### config.mk
export PLATFORM = sky130hd
export DESIGN_NAME = bip_encoder
export DESIGN_NICKNAME = d
export VERILOG_FILES = /design/src/verilog/bip_pkg.sv /design/src/verilog/bip_first_set.sv /design/src/verilog/bip_encoder.sv
export SDC_FILE = /design/constraint.sdc
export NUM_CORES = 1
export LEC_CHECK = 0
export BUFFER_PORTS_ARGS = -buffer_cell sky130_fd_sc_hd__buf_2
export CORE_ASPECT_RATIO = 0.7
export CORE_MARGIN = 8
export CORE_UTILIZATION = 40
export DETAILED_ROUTE_END_ITERATION = 12
export GPL_ROUTABILITY_DRIVEN = 0
export PLACE_DENSITY = 0.82
export SYNTH_ARGS = -nofsm -noshare
export SYNTH_HDL_FRONTEND = slang
export SYNTH_SLANG_ARGS = --single-unit
### constraint.sdc
create_clock -name sys_clk_in -period 4.75 [get_ports sys_clk_in]
set_clock_uncertainty 0.05 [all_clocks]
set_input_delay 0.95 -clock sys_clk_in [delete_from_list [all_inputs] [get_ports sys_clk_in]]
set_output_delay 0.95 -clock sys_clk_in [all_outputs]
set_load 0.05 [all_outputs]
### src/verilog/bip_pkg.sv
// Purpose: constants for the board interrupt priority encoder
// Assumes: one clock, synchronous active-high reset
// Notes: levels are 3-bit, 0 means idle
`default_nettype none
package bip_pkg;
   localparam logic [2:0] LVL_IDLE = 3'h0;
   localparam logic [2:0] LVL_PARITY = 3'h7;
   localparam logic [2:0] LVL_CTPU = 3'h6;
   localparam logic [2:0] LVL_DISK = 3'h4;
   localparam logic [2:0] LVL_SERIAL = 3'h2;
   localparam logic [2:0] LVL_NET = 3'h1;
   // on-card and bus source codes, reported during acknowledge
   localparam logic [3:0] SRC_NONE = 4'h0;
   localparam logic [3:0] SRC_PARITY = 4'h1;
   localparam logic [3:0] SRC_CTPU = 4'h2;
   localparam logic [3:0] SRC_DISK = 4'h3;
   localparam logic [3:0] SRC_SER_A = 4'h4;
   localparam logic [3:0] SRC_SER_B = 4'h5;
   localparam logic [3:0] SRC_NET = 4'h6;
   localparam logic [3:0] SRC_BUS = 4'h7;
   // counter/timer unit cause order, index 0 served first
   localparam int CTPU_CAUSES = 5;
   localparam int SER_CAUSES = 3;
   typedef enum logic [1:0] {BIP_IDLE, BIP_ANSWER} bip_state_e;
endpackage : bip_pkg
`default_nettype wire

### src/verilog/bip_first_set.sv
// Purpose: fixed-priority picker, lowest index wins
// Assumes: req bit 0 is the highest priority
// Notes: one-hot grant plus any flag
`default_nettype none
module bip_first_set #(
   parameter int N = 5
) (
   input wire logic [N-1:0] req_in,
   output logic [N-1:0] grant_out,
   output logic any_out
);
   always_comb begin
      grant_out = '0;
      for (int i = N - 1; i >= 0; i--) begin
         if (req_in[i]) begin
            grant_out = '0;
            grant_out[i] = 1'b1;
         end
      end
   end
   assign any_out = |req_in;
endmodule : bip_first_set
`default_nettype wire

### src/verilog/bip_encoder.sv
// Purpose: merges bus and on-card interrupt requests into one level for the processor
// Assumes: all inputs synchronous to sys_clk_in
// Notes: the processor masking is outside; this block reports raw level and answers acks
`default_nettype none
module bip_encoder
   import bip_pkg::*;
(
   input wire logic sys_clk_in,
   input wire logic rst_in,
   input wire logic [7:1] bus_irq_in,
   input wire logic [7:1] bus_irq_enable_in,
   input wire logic parity_fault_in,
   input wire logic [CTPU_CAUSES-1:0] ctpu_cause_in,
   input wire logic [SER_CAUSES-1:0] ser_a_cause_in,
   input wire logic [SER_CAUSES-1:0] ser_b_cause_in,
   input wire logic disk_irq_in,
   input wire logic net_irq_in,
   input wire logic [2:0] cpu_mask_in,
   input wire logic ack_in,
   input wire logic [2:0] ack_level_in,
   output logic [2:0] ipl_out,
   output logic ack_done_out,
   output logic autovector_out,
   output logic bus_vector_out,
   output logic [3:0] ack_source_out,
   output logic [CTPU_CAUSES-1:0] ctpu_grant_out,
   output logic [SER_CAUSES-1:0] ser_grant_out
);
   logic [7:1] bus_live;
   logic [7:1] card_live;
   logic [2:0] lvl_d;
   logic [2:0] lvl_q;
   logic [CTPU_CAUSES-1:0] ctpu_pick;
   logic [SER_CAUSES-1:0] ser_a_pick;
   logic [SER_CAUSES-1:0] ser_b_pick;
   logic ctpu_any;
   logic ser_a_any;
   logic ser_b_any;
   logic [3:0] src_d;
   logic auto_d;
   logic busv_d;
   logic [SER_CAUSES-1:0] sgrant_d;
   bip_state_e state_q;

   bip_first_set #(.N(CTPU_CAUSES)) u_ctpu (
      .req_in(ctpu_cause_in),
      .grant_out(ctpu_pick),
      .any_out(ctpu_any)
   );
   bip_first_set #(.N(SER_CAUSES)) u_ser_a (
      .req_in(ser_a_cause_in),
      .grant_out(ser_a_pick),
      .any_out(ser_a_any)
   );
   bip_first_set #(.N(SER_CAUSES)) u_ser_b (
      .req_in(ser_b_cause_in),
      .grant_out(ser_b_pick),
      .any_out(ser_b_any)
   );

   assign bus_live = bus_irq_in & bus_irq_enable_in;

   always_comb begin
      card_live = '0;
      card_live[LVL_PARITY] = parity_fault_in;
      card_live[LVL_CTPU] = ctpu_any;
      card_live[LVL_DISK] = disk_irq_in;
      card_live[LVL_SERIAL] = ser_a_any | ser_b_any;
      card_live[LVL_NET] = net_irq_in;
   end

   // highest pending level; masking left to the processor
   always_comb begin
      lvl_d = LVL_IDLE;
      for (int l = 1; l <= 7; l++) begin
         if (bus_live[l] | card_live[l]) begin
            lvl_d = l[2:0];
         end
      end
   end

   always_ff @(posedge sys_clk_in) begin
      if (rst_in) begin
         lvl_q <= LVL_IDLE;
      end else begin
         lvl_q <= lvl_d;
      end
   end
   assign ipl_out = lvl_q;

   // acknowledge decode for the level the processor is serving
   always_comb begin
      src_d = SRC_NONE;
      auto_d = 1'b0;
      busv_d = 1'b0;
      sgrant_d = '0;
      if (card_live[ack_level_in]) begin
         case (ack_level_in)
            LVL_PARITY: begin
               src_d = SRC_PARITY;
               auto_d = 1'b1;
            end
            LVL_CTPU: src_d = SRC_CTPU;
            LVL_DISK: begin
               src_d = SRC_DISK;
               auto_d = 1'b1;
            end
            LVL_SERIAL: begin
               if (ser_a_any) begin
                  src_d = SRC_SER_A;
                  sgrant_d = ser_a_pick;
               end else begin
                  src_d = SRC_SER_B;
                  sgrant_d = ser_b_pick;
               end
            end
            LVL_NET: begin
               src_d = SRC_NET;
               auto_d = 1'b1;
            end
            default: src_d = SRC_NONE;
         endcase
      end else if (ack_level_in != LVL_IDLE && bus_live[ack_level_in]) begin
         src_d = SRC_BUS;
         busv_d = 1'b1;
      end
   end

   // one answer pulse per ack; ack must drop before the next is taken
   always_ff @(posedge sys_clk_in) begin
      if (rst_in) begin
         state_q <= BIP_IDLE;
      end else begin
         case (state_q)
            BIP_IDLE: if (ack_in) state_q <= BIP_ANSWER;
            BIP_ANSWER: if (!ack_in) state_q <= BIP_IDLE;
            default: state_q <= BIP_IDLE;
         endcase
      end
   end

   always_ff @(posedge sys_clk_in) begin
      if (rst_in) begin
         ack_done_out <= 1'b0;
         autovector_out <= 1'b0;
         bus_vector_out <= 1'b0;
         ack_source_out <= SRC_NONE;
         ctpu_grant_out <= '0;
         ser_grant_out <= '0;
      end else begin
         ack_done_out <= ack_in && state_q == BIP_IDLE;
         if (ack_in && state_q == BIP_IDLE) begin
            autovector_out <= auto_d;
            bus_vector_out <= busv_d;
            ack_source_out <= src_d;
            ctpu_grant_out <= (src_d == SRC_CTPU) ? ctpu_pick : '0;
            ser_grant_out <= sgrant_d;
         end
      end
   end

   parity_top_a: assert property (@(posedge sys_clk_in) disable iff (rst_in)
      parity_fault_in |=> ipl_out == 3'h7)
      else $error("parity fault not at level 7");
   level_seven_a: assert property (@(posedge sys_clk_in) disable iff (rst_in)
      (bus_irq_in[7] & bus_irq_enable_in[7]) |=> ipl_out == 3'h7)
      else $error("level seven request not presented");
   parity_auto_a: assert property (@(posedge sys_clk_in) disable iff (rst_in)
      (ack_in && state_q == BIP_IDLE && ack_level_in == 3'h7 && parity_fault_in)
      |=> autovector_out && ack_done_out && !bus_vector_out)
      else $error("parity ack not autovectored");
   ctpu_vec_a: assert property (@(posedge sys_clk_in) disable iff (rst_in)
      (ack_in && state_q == BIP_IDLE && ack_level_in == 3'h6 && ctpu_cause_in[0])
      |=> !autovector_out && ctpu_grant_out == 5'h01)
      else $error("timer three not first at level 6");
   ser_a_first_a: assert property (@(posedge sys_clk_in) disable iff (rst_in)
      (ack_in && state_q == BIP_IDLE && ack_level_in == 3'h2 && |ser_a_cause_in)
      |=> ack_source_out == SRC_SER_A)
      else $error("serial channel A not served first");
   ser_cause_a: assert property (@(posedge sys_clk_in) disable iff (rst_in)
      (ack_in && state_q == BIP_IDLE && ack_level_in == 3'h2 && ser_a_cause_in[0])
      |=> ser_grant_out == 3'h1)
      else $error("receive ready not ranked first");
   card_wins_a: assert property (@(posedge sys_clk_in) disable iff (rst_in)
      (ack_in && state_q == BIP_IDLE && ack_level_in == 3'h4 && disk_irq_in)
      |=> !bus_vector_out && ack_source_out == SRC_DISK && autovector_out)
      else $error("on-card source not granted ahead of bus");
   bus_gate_a: assert property (@(posedge sys_clk_in) disable iff (rst_in)
      ((bus_irq_in & bus_irq_enable_in) == 7'h00 && !parity_fault_in && !ctpu_any && !disk_irq_in
       && !ser_a_any && !ser_b_any && !net_irq_in) |=> ipl_out == 3'h0)
      else $error("level shown with nothing pending");
   net_level_a: assert property (@(posedge sys_clk_in) disable iff (rst_in)
      (net_irq_in && bus_irq_in == 7'h00 && !parity_fault_in && !ctpu_any && !disk_irq_in
       && !ser_a_any && !ser_b_any) |=> ipl_out == 3'h1)
      else $error("network not at level 1");
endmodule : bip_encoder
`default_nettype wire

After elaboration in Yosys (flattened, before gate mapping)

Index checks and enable logic that the tools add are counted.

Register bits: 20
Input port bits: 37
Output and inout bits: 18
Word-level logic and storage cells: 71

$lt $le $gt $ge: 1
Equality and inequality tests: 9
Multiplexer cells: 37
Bitwise logic cells: 7
Reductions and logical operators: 9

Operators by type and width:

| operator                                                                     | count |
|---|---|
| 3-bit two-way mux                                                            | 16 |
| 5-bit two-way mux                                                            | 6 |
| 3-bit one-hot mux with 5 select lines                                        | 1 |
| 3-bit equality test, second input constant                                   | 3 |
| 3-bit OR reduction                                                           | 3 |
| 1-bit two-way mux                                                            | 8 |
| 7-bit AND                                                                    | 1 |
| 1-bit binary-select mux with 3-bit select                                    | 2 |
| 1-bit bitwise OR                                                             | 6 |
| 5-bit OR reduction                                                           | 1 |
| 4-bit by 2-bit equality test with 1-bit output, second input constant        | 1 |
| 3-bit by 4-bit less-than comparator with 1-bit output, second input constant | 1 |
| 2-bit two-way mux                                                            | 2 |
| 4-bit two-way mux                                                            | 1 |
| 2-bit inequality test, second input constant                                 | 2 |
| 2-bit one-hot mux with 2 select lines                                        | 1 |
| 3-bit by 1-bit equality test with 1-bit output, second input constant        | 1 |
| 3-bit by 2-bit equality test with 1-bit output, second input constant        | 1 |
| 3-bit nonzero test                                                           | 1 |
| 2-bit by 1-bit equality test with 1-bit output, second input constant        | 1 |
| 1-bit logical AND                                                            | 2 |
| 2-bit logical NOT                                                            | 1 |
| 2-bit AND reduction                                                          | 1 |

Depth between registers and ports, before layout

Gate-level depths: netlist of the first run.

Depth in word-level cells: 9
Gate-level depth with buffers: 8
Depth with buffers taken out: 7

Modules after synthesis

From an unflattened synthesis of the first run, not the netlist that was laid out.

Cells, all modules: 129
Area total of the unflattened synthesis: 1083.5 um^2

By module, submodules not included:

| module                      | times used | cells an instance | area each (um^2) | seq. area each (um^2) |
|---|---|---|---|---|
| bip_encoder                 | 1          | 114               | 970.9            | 360.3 |
| bip_first_set (u_ctpu)      | 1          | 7                 | 57.6             | 0.0 |
| bip_first_set (u_ser_a ...) | 2          | 4                 | 27.5             | 0.0 |

Worst setup path after synthesis of the first run

Ideal clock, no wire load.

Path kind: input -> register
Start point: input port ack_in
End point: register ser_grant_out[1]
Setup time: 0.084 ns
Arrival: 2.012 ns
Required time: 4.616 ns
Setup slack: 2.604 ns
Stages: 7
Buffers on the path: 1
Path through: ha_1 clkbuf_2 nand2b_4 inv_1 nand2_1 or3_1 o31ai_2

Cells in the longest elaborated chain, start to end: 1

RTL lines:

| what                 | line               | text |
|---|---|---|
| from (decl)          | bip_encoder.sv:19  | `input wire logic ack_in,` |
| 1-bit logical AND    | bip_encoder.sv:152 | `if (ack_in && state_q == BIP_IDLE) begin` |
| to (signal assigned) | bip_encoder.sv:157 | `ser_grant_out <= sgrant_d;` |
| to (decl)            | bip_encoder.sv:27  | `output logic [SER_CAUSES-1:0] ser_grant_out` |

No other way between the ends.
A chain may end at the register's enable or synchronous reset.

Worst setup path in the final report of the first run

Start point: input port ack_level_in[1]
End point: register bus_vector_out

Cells in the longest elaborated chain, start to end: 5
Elaborated cells between the ends (all ways): 8
Classes of those cells: mux (6); reduce/logical (2)

RTL lines:

| what                                      | line               | text |
|---|---|---|
| from (decl)                               | bip_encoder.sv:20  | `input wire logic [2:0] ack_level_in,` |
| 1-bit binary-select mux with 3-bit select | bip_encoder.sv:123 | `end else if (ack_level_in != LVL_IDLE && bus_live[ack_level_in]) begin` |
| 1-bit two-way mux (not written as such)   | bip_encoder.sv:123 |  |
| 1-bit logical AND                         | bip_encoder.sv:123 |  |
| 1-bit two-way mux                         | bip_encoder.sv:123 |  |
| 1-bit two-way mux *                       | bip_encoder.sv:97  | `if (card_live[ack_level_in]) begin` |
| to (signal assigned)                      | bip_encoder.sv:154 | `bus_vector_out <= busv_d;` |
| to (decl)                                 | bip_encoder.sv:24  | `output logic bus_vector_out,` |

Every way passes the cells marked *; elsewhere a longest branch is shown, timed or not. The select of a mux whose other input is x is not followed.

==> reports/results.txt, run 1 <==
Overall routing resource usage - 13.1%
Post-CTS Setup Bufs - 0
Startpoint types - input port
Core Rows - 15
Root Driver - clkbuf_8
Worst path bufs/invs - 1
Area Growth Syn to Fin - 29.3%
CTS Hold Bufs - 0
Post-DP HPWL - 2.39 mm
DRC - 0
CP arrival - 2380 ps
Core Region - 2480 um2
Pwr dens - 312 nW/um2
Largest net degree at the start of global routing - 14
Syn_nets - 160
Util after Layout - 54.5%
Share of layout cells above drive strength 1 - 36.5%
Total power - 421 uW
Fill cells - 237
R2R cell count - 7
Synth async-reset ratio - 0%
Initial DRC count - 25
Routed len/inst - 14.3 um
Worst Hold Path Cells - 2
Largest area contributor in the netlist - dfxtp_1
Post-synthesis register bit count - 18
Sequential area share after synthesis - 34.5%
Post-synth EDFFs - 0
Tmin final - 2250 ps
RSZ-0062 raised after global routing - no
Status - completed
CTS clk-pin slew, worst paths - 70 ps
Critical R2R Capture - ctpu_grant_out[3]
Crit end category - flop
Top cell type's share of synthesized area - 34.5%
Via density - 5.33
TritonCTS Buffers - 3
Die footprint - 4530 um2
Setup CP Type - in -> reg
Distinct cells, synth - 49
PostCTS Resize Cnt - 0
Vias - 1087
HP Start - ser_grant_out[0]
F_max - 445 MHz
CP max stage delay - 590 ps
# setup viols final - 0
Clock Path Buffers - 2
Ys Warns - 0
First-pass GRT wire length - 4.89 mm
Post-DRT Antenna Nets - 0
Final #Nets - 209
Synth Cell Area - 1040 um2
I/O Pins - 55
Vias in the first global route - 1078
DRT Wirelength - 2.91 mm
P_leak - 0.000622 uW
Top post-synthesis cells by area - dfxtp_1 34%, nand2_1 5.4%, a21oi_1 4.8%
Cell count after placement - 200
Antenna cells - 0
Clock sinks - 18
Final Hold Viols - 0
Gr ovfl total - 0
Worst setup margin - 2500 ps
Initial antenna violation count - 0
Starting density of the core - 42.2%
Setup_tns - 0 ps
Max-cap viol count - 0
RR Startpoint - state_q[0]
Synth top cells by count - 18 x dfxtp_1, 15 x nand2_1, 10 x a21oi_1, 7 x nor2_1
Worst-margin pin slew - 673 ps
Crit-path cells - buf_2 > mux4_1 > a22oi_1 > nand2_1 > o22ai_1
Final slew viol count - 0
Port bufs - 50
Dominant synthesized flop cell - dfxtp_1
Chip height - 58.8 um
Clock Latency Late Sink - 250 ps
Slew headroom - 55.0%
CP top delay family - multiplexers
Die X - 77.1 um
WP data required - 4880 ps
Peak supply drop - 0.182 mV
Hold Path Sink - ser_grant_out[0]
CP Max Fanout - 13
CTS tree - done
FF-to-FF setup slack - 3020 ps
H-tree depth - 1
Final Instance Count excl. Fillers - 204
CP max-delay cell - mux4_1
Gate Count Post-Synth - 122
DR pass1 iterations - 4
Hold WC Path Type - reg -> reg
Final worst path period share - 47.3%
Avg Synthesized Cell Area - 8.56 um2
Setup WS pre-CTS - 2260 ps
Most common cell in the synthesized netlist - dfxtp_1
## tightest hold or removal path, delay by kind of cell (launching register included)
family,cells,cell delay [ps]
flops,1,330
compound gates,1,50
simple gates,1,40
## final cells by class
class	instances	area, um2	share of cell area, %
repair buffers	50	250	18.5
inverters	4	15.0	1.11
well taps	34	42.5	3.15
flip-flops and latches	18	360	26.7
multi-input cells	94	628	46.5
clock buffers	4	55.1	4.07
## metal layers
layer	vias up	share of wire, %	track usage (%)
met5	-	0	0
met1	493	42	14.3
met3	4	9.4	6.08
li1	542	-	-
met4	0	1.0	3.21
met2	48	48	22.9
## cells by family (layout without fill, tap and decap cells)
| family | Yosys count | in the layout | share of synthesized area, % |
|---|---|---|---|
| adder cells (fa/ha/maj) | 1 | 1 | 1.20 |
| multiplexers | 2 | 2 | 3.47 |
| AO/OA/AOI/OAI | 38 | 38 | 26.7 |
| other | 1 | 1 | 0.359 |
| buffers and inverters | 10 | 58 | 5.39 |
| XOR/XNOR | 2 | 2 | 1.68 |
| flip-flops | 18 | 18 | 34.5 |
| AND/OR/NAND/NOR | 50 | 50 | 26.7 |
## state kept, by name (all words and copies together), names as in the netlist
register,count
bus_vector_out,1
autovector_out,1
ack_source_out,3
ser_grant_out,3
ack_done_out,1
state_q,1
ctpu_grant_out,5
ipl_out,3
## power breakdown
group          total [uW]  internal (uW)  switching, uW
clock network         127           73.7           52.9
logic                 125           44.6           80.8
registers             169            163           5.73
## layout by cell type, fill, tap and decap left out, types with 2 or more instances in the layout
master | synthesis | routed
buf_2 | 2 | 50
a32o_1 | 3 | 3
a21oi_1 | 10 | 10
nand2b_1 | 5 | 5
and3_1 | 2 | 2
clkbuf_8 | 0 | 4
a22o_1 | 2 | 2
nand3_1 | 4 | 4
and2_1 | 4 | 4
o21bai_1 | 2 | 2
dfxtp_1 | 18 | 18
nor2_1 | 7 | 7
nand2_1 | 15 | 15
o21ai_0 | 5 | 5
inv_1 | 4 | 4
a31oi_1 | 3 | 3
nor2b_1 | 2 | 2
## worst max path at each step
stage	startpoint	slack (ps)	cells past startpoint	to
2_1_floorplan	ack_in	2600	7	ser_grant_out[1]
3_3_place_gp	ack_level_in[1]	2310	5	ack_source_out[0]
3_5_place_dp	ack_level_in[1]	2260	5	bus_vector_out
4_1_cts	ack_level_in[1]	2520	5	bus_vector_out
5_1_grt	ack_level_in[1]	2400	5	ack_source_out[0]
6_report	ack_level_in[1]	2500	5	bus_vector_out
## stage by stage
step	hold slack (ps)	cell area (um2)
after floorplan	429	1040
after global routing	434	1350
after detailed placement	391	1300
after CTS	408	1350
after global placement	387	1300
final	402	1350
Power figures use the tool's default switching activity.
==> run 2, diff against run 1 <==
- PLACE_DENSITY: 0.82 -> 0.85
- clock period: 4.75 -> 2.05 ns (I/O delays scaled with it)
==> reports/results.txt, run 2 (synthesis gave the netlist of run 1 again) <==
Status - completed
F_max - 588 MHz
Largest register by flop count - ctpu_grant_out
Final #Nets - 211
Via density - 5.38
Vias in the first global route - 1143
Hold WC Path Type - in -> reg
Area Growth Syn to Fin - 30.8%
Setup_tns - 0 ps
Core Rows - 15
Most frequent cells in the layout - 50 x buf_2, 18 x dfxtp_1, 15 x nand2_1
Tmin final - 1700 ps
Final Hold Viols - 0
H-tree depth - 1
Largest net degree at the start of global routing - 14
Multi-input gate area - 628 um2
TritonCTS Buffers - 3
Share of layout cells above drive strength 1 - 37.2%
Startpoint types - input port
Setup CP Type - in -> reg
Clock Latency Late Sink - 250 ps
CP Max Fanout - 13
I/O Pins - 55
Post-DRT Antenna Nets - 0
Peak supply drop - 0.356 mV
CTS Hold Bufs - 0
# setup viols final - 0
Root Driver - clkbuf_8
DR pass1 iterations - 4
Overall routing resource usage - 13.3%
Fill cells - 223
CTS tree - done
PostCTS Resize Cnt - 0
Wire length on met1 - 1.24 mm
DRT Wirelength - 3.09 mm
Number of flip-flops under the largest register name - 5
DRC - 0
WP data required - 2180 ps
Crit end category - flop
Metal3 WL - 254 um
Most common cell after layout, fill and taps aside - buf_2
Met2 WL - 1.56 mm
Max-cap viol count - 0
Final slew viol count - 0
Pwr dens - 719 nW/um2
Reg area - 360 um2
Port bufs - 50
Gr ovfl total - 0
Initial antenna violation count - 0
CTS clk-pin slew, worst paths - 70 ps
Routed len/inst - 15.0 um
First-pass GRT wire length - 4.93 mm
Die X - 77.1 um
Final Hold Slack - 343 ps
Starting density of the core - 42.2%
Initial DRC count - 48
Clock Path Buffers - 2
Post-CTS Setup Bufs - 0
Core Region - 2480 um2
Vias - 1108
CP arrival - 1830 ps
Chip height - 58.8 um
Antenna cells - 0
Die footprint - 4530 um2
Final worst path period share - 82.9%
Post-DP HPWL - 2.60 mm
Clock sinks - 18
P_leak - 0.000632 uW
Max layer used - met4
RSZ-0062 raised after global routing - no
-- run 2: metal layers --
metal | up-vias | GRT usage (%)
li1 | 542 | -
met2 | 44 | 23.9
met4 | 0 | 4.28
met3 | 4 | 5.93
met1 | 518 | 13.7
met5 | - | 0
-- run 2: through the flow --
stage	power, uW	worst slack [ps]	area [um2]	std cells	util [%]
4_1_cts	992	353	1370	206	55.2
3_5_place_dp	702	96.1	1310	202	52.9
2_1_floorplan	609	444	1040	122	-
6_report	982	350	1370	206	55.2
3_3_place_gp	691	182	1310	202	52.9
5_1_grt	1040	219	1370	206	55.2
-- run 2: final timing paths --
| path | from | end | slack (ps) | depth (start not counted) |
|---|---|---|---|---|
| hold / removal | ser_a_cause_in[0] | ser_grant_out[1] | 340 | 2 |
| setup reg to reg | state_q[0] | ctpu_grant_out[3] | 420 | 7 |
| setup / recovery | ack_level_in[1] | bus_vector_out | 350 | 5 |
| hold reg to reg | ser_grant_out[2] | ser_grant_out[2] | 400 | 2 |
-- run 2: cell type report --
class | instances | area share [%]
Multi-Input combinational cell | 94 | 46.0
Sequential cell | 18 | 26.4
Timing Repair Buffer | 52 | 19.4
Clock buffer | 4 | 4.03
Tap cell | 34 | 3.11
Inverter | 4 | 1.10
-- run 2: power breakdown --
group	internal, uW	switching (uW)
sequential	379	13.7
combinational	110	195
clock	171	115
-- run 2: critical path, stage by stage --
cell and delay (ps):
buf_2 220, mux4_1 610, a22oi_1 290, nand2_1 140
o22ai_1 160
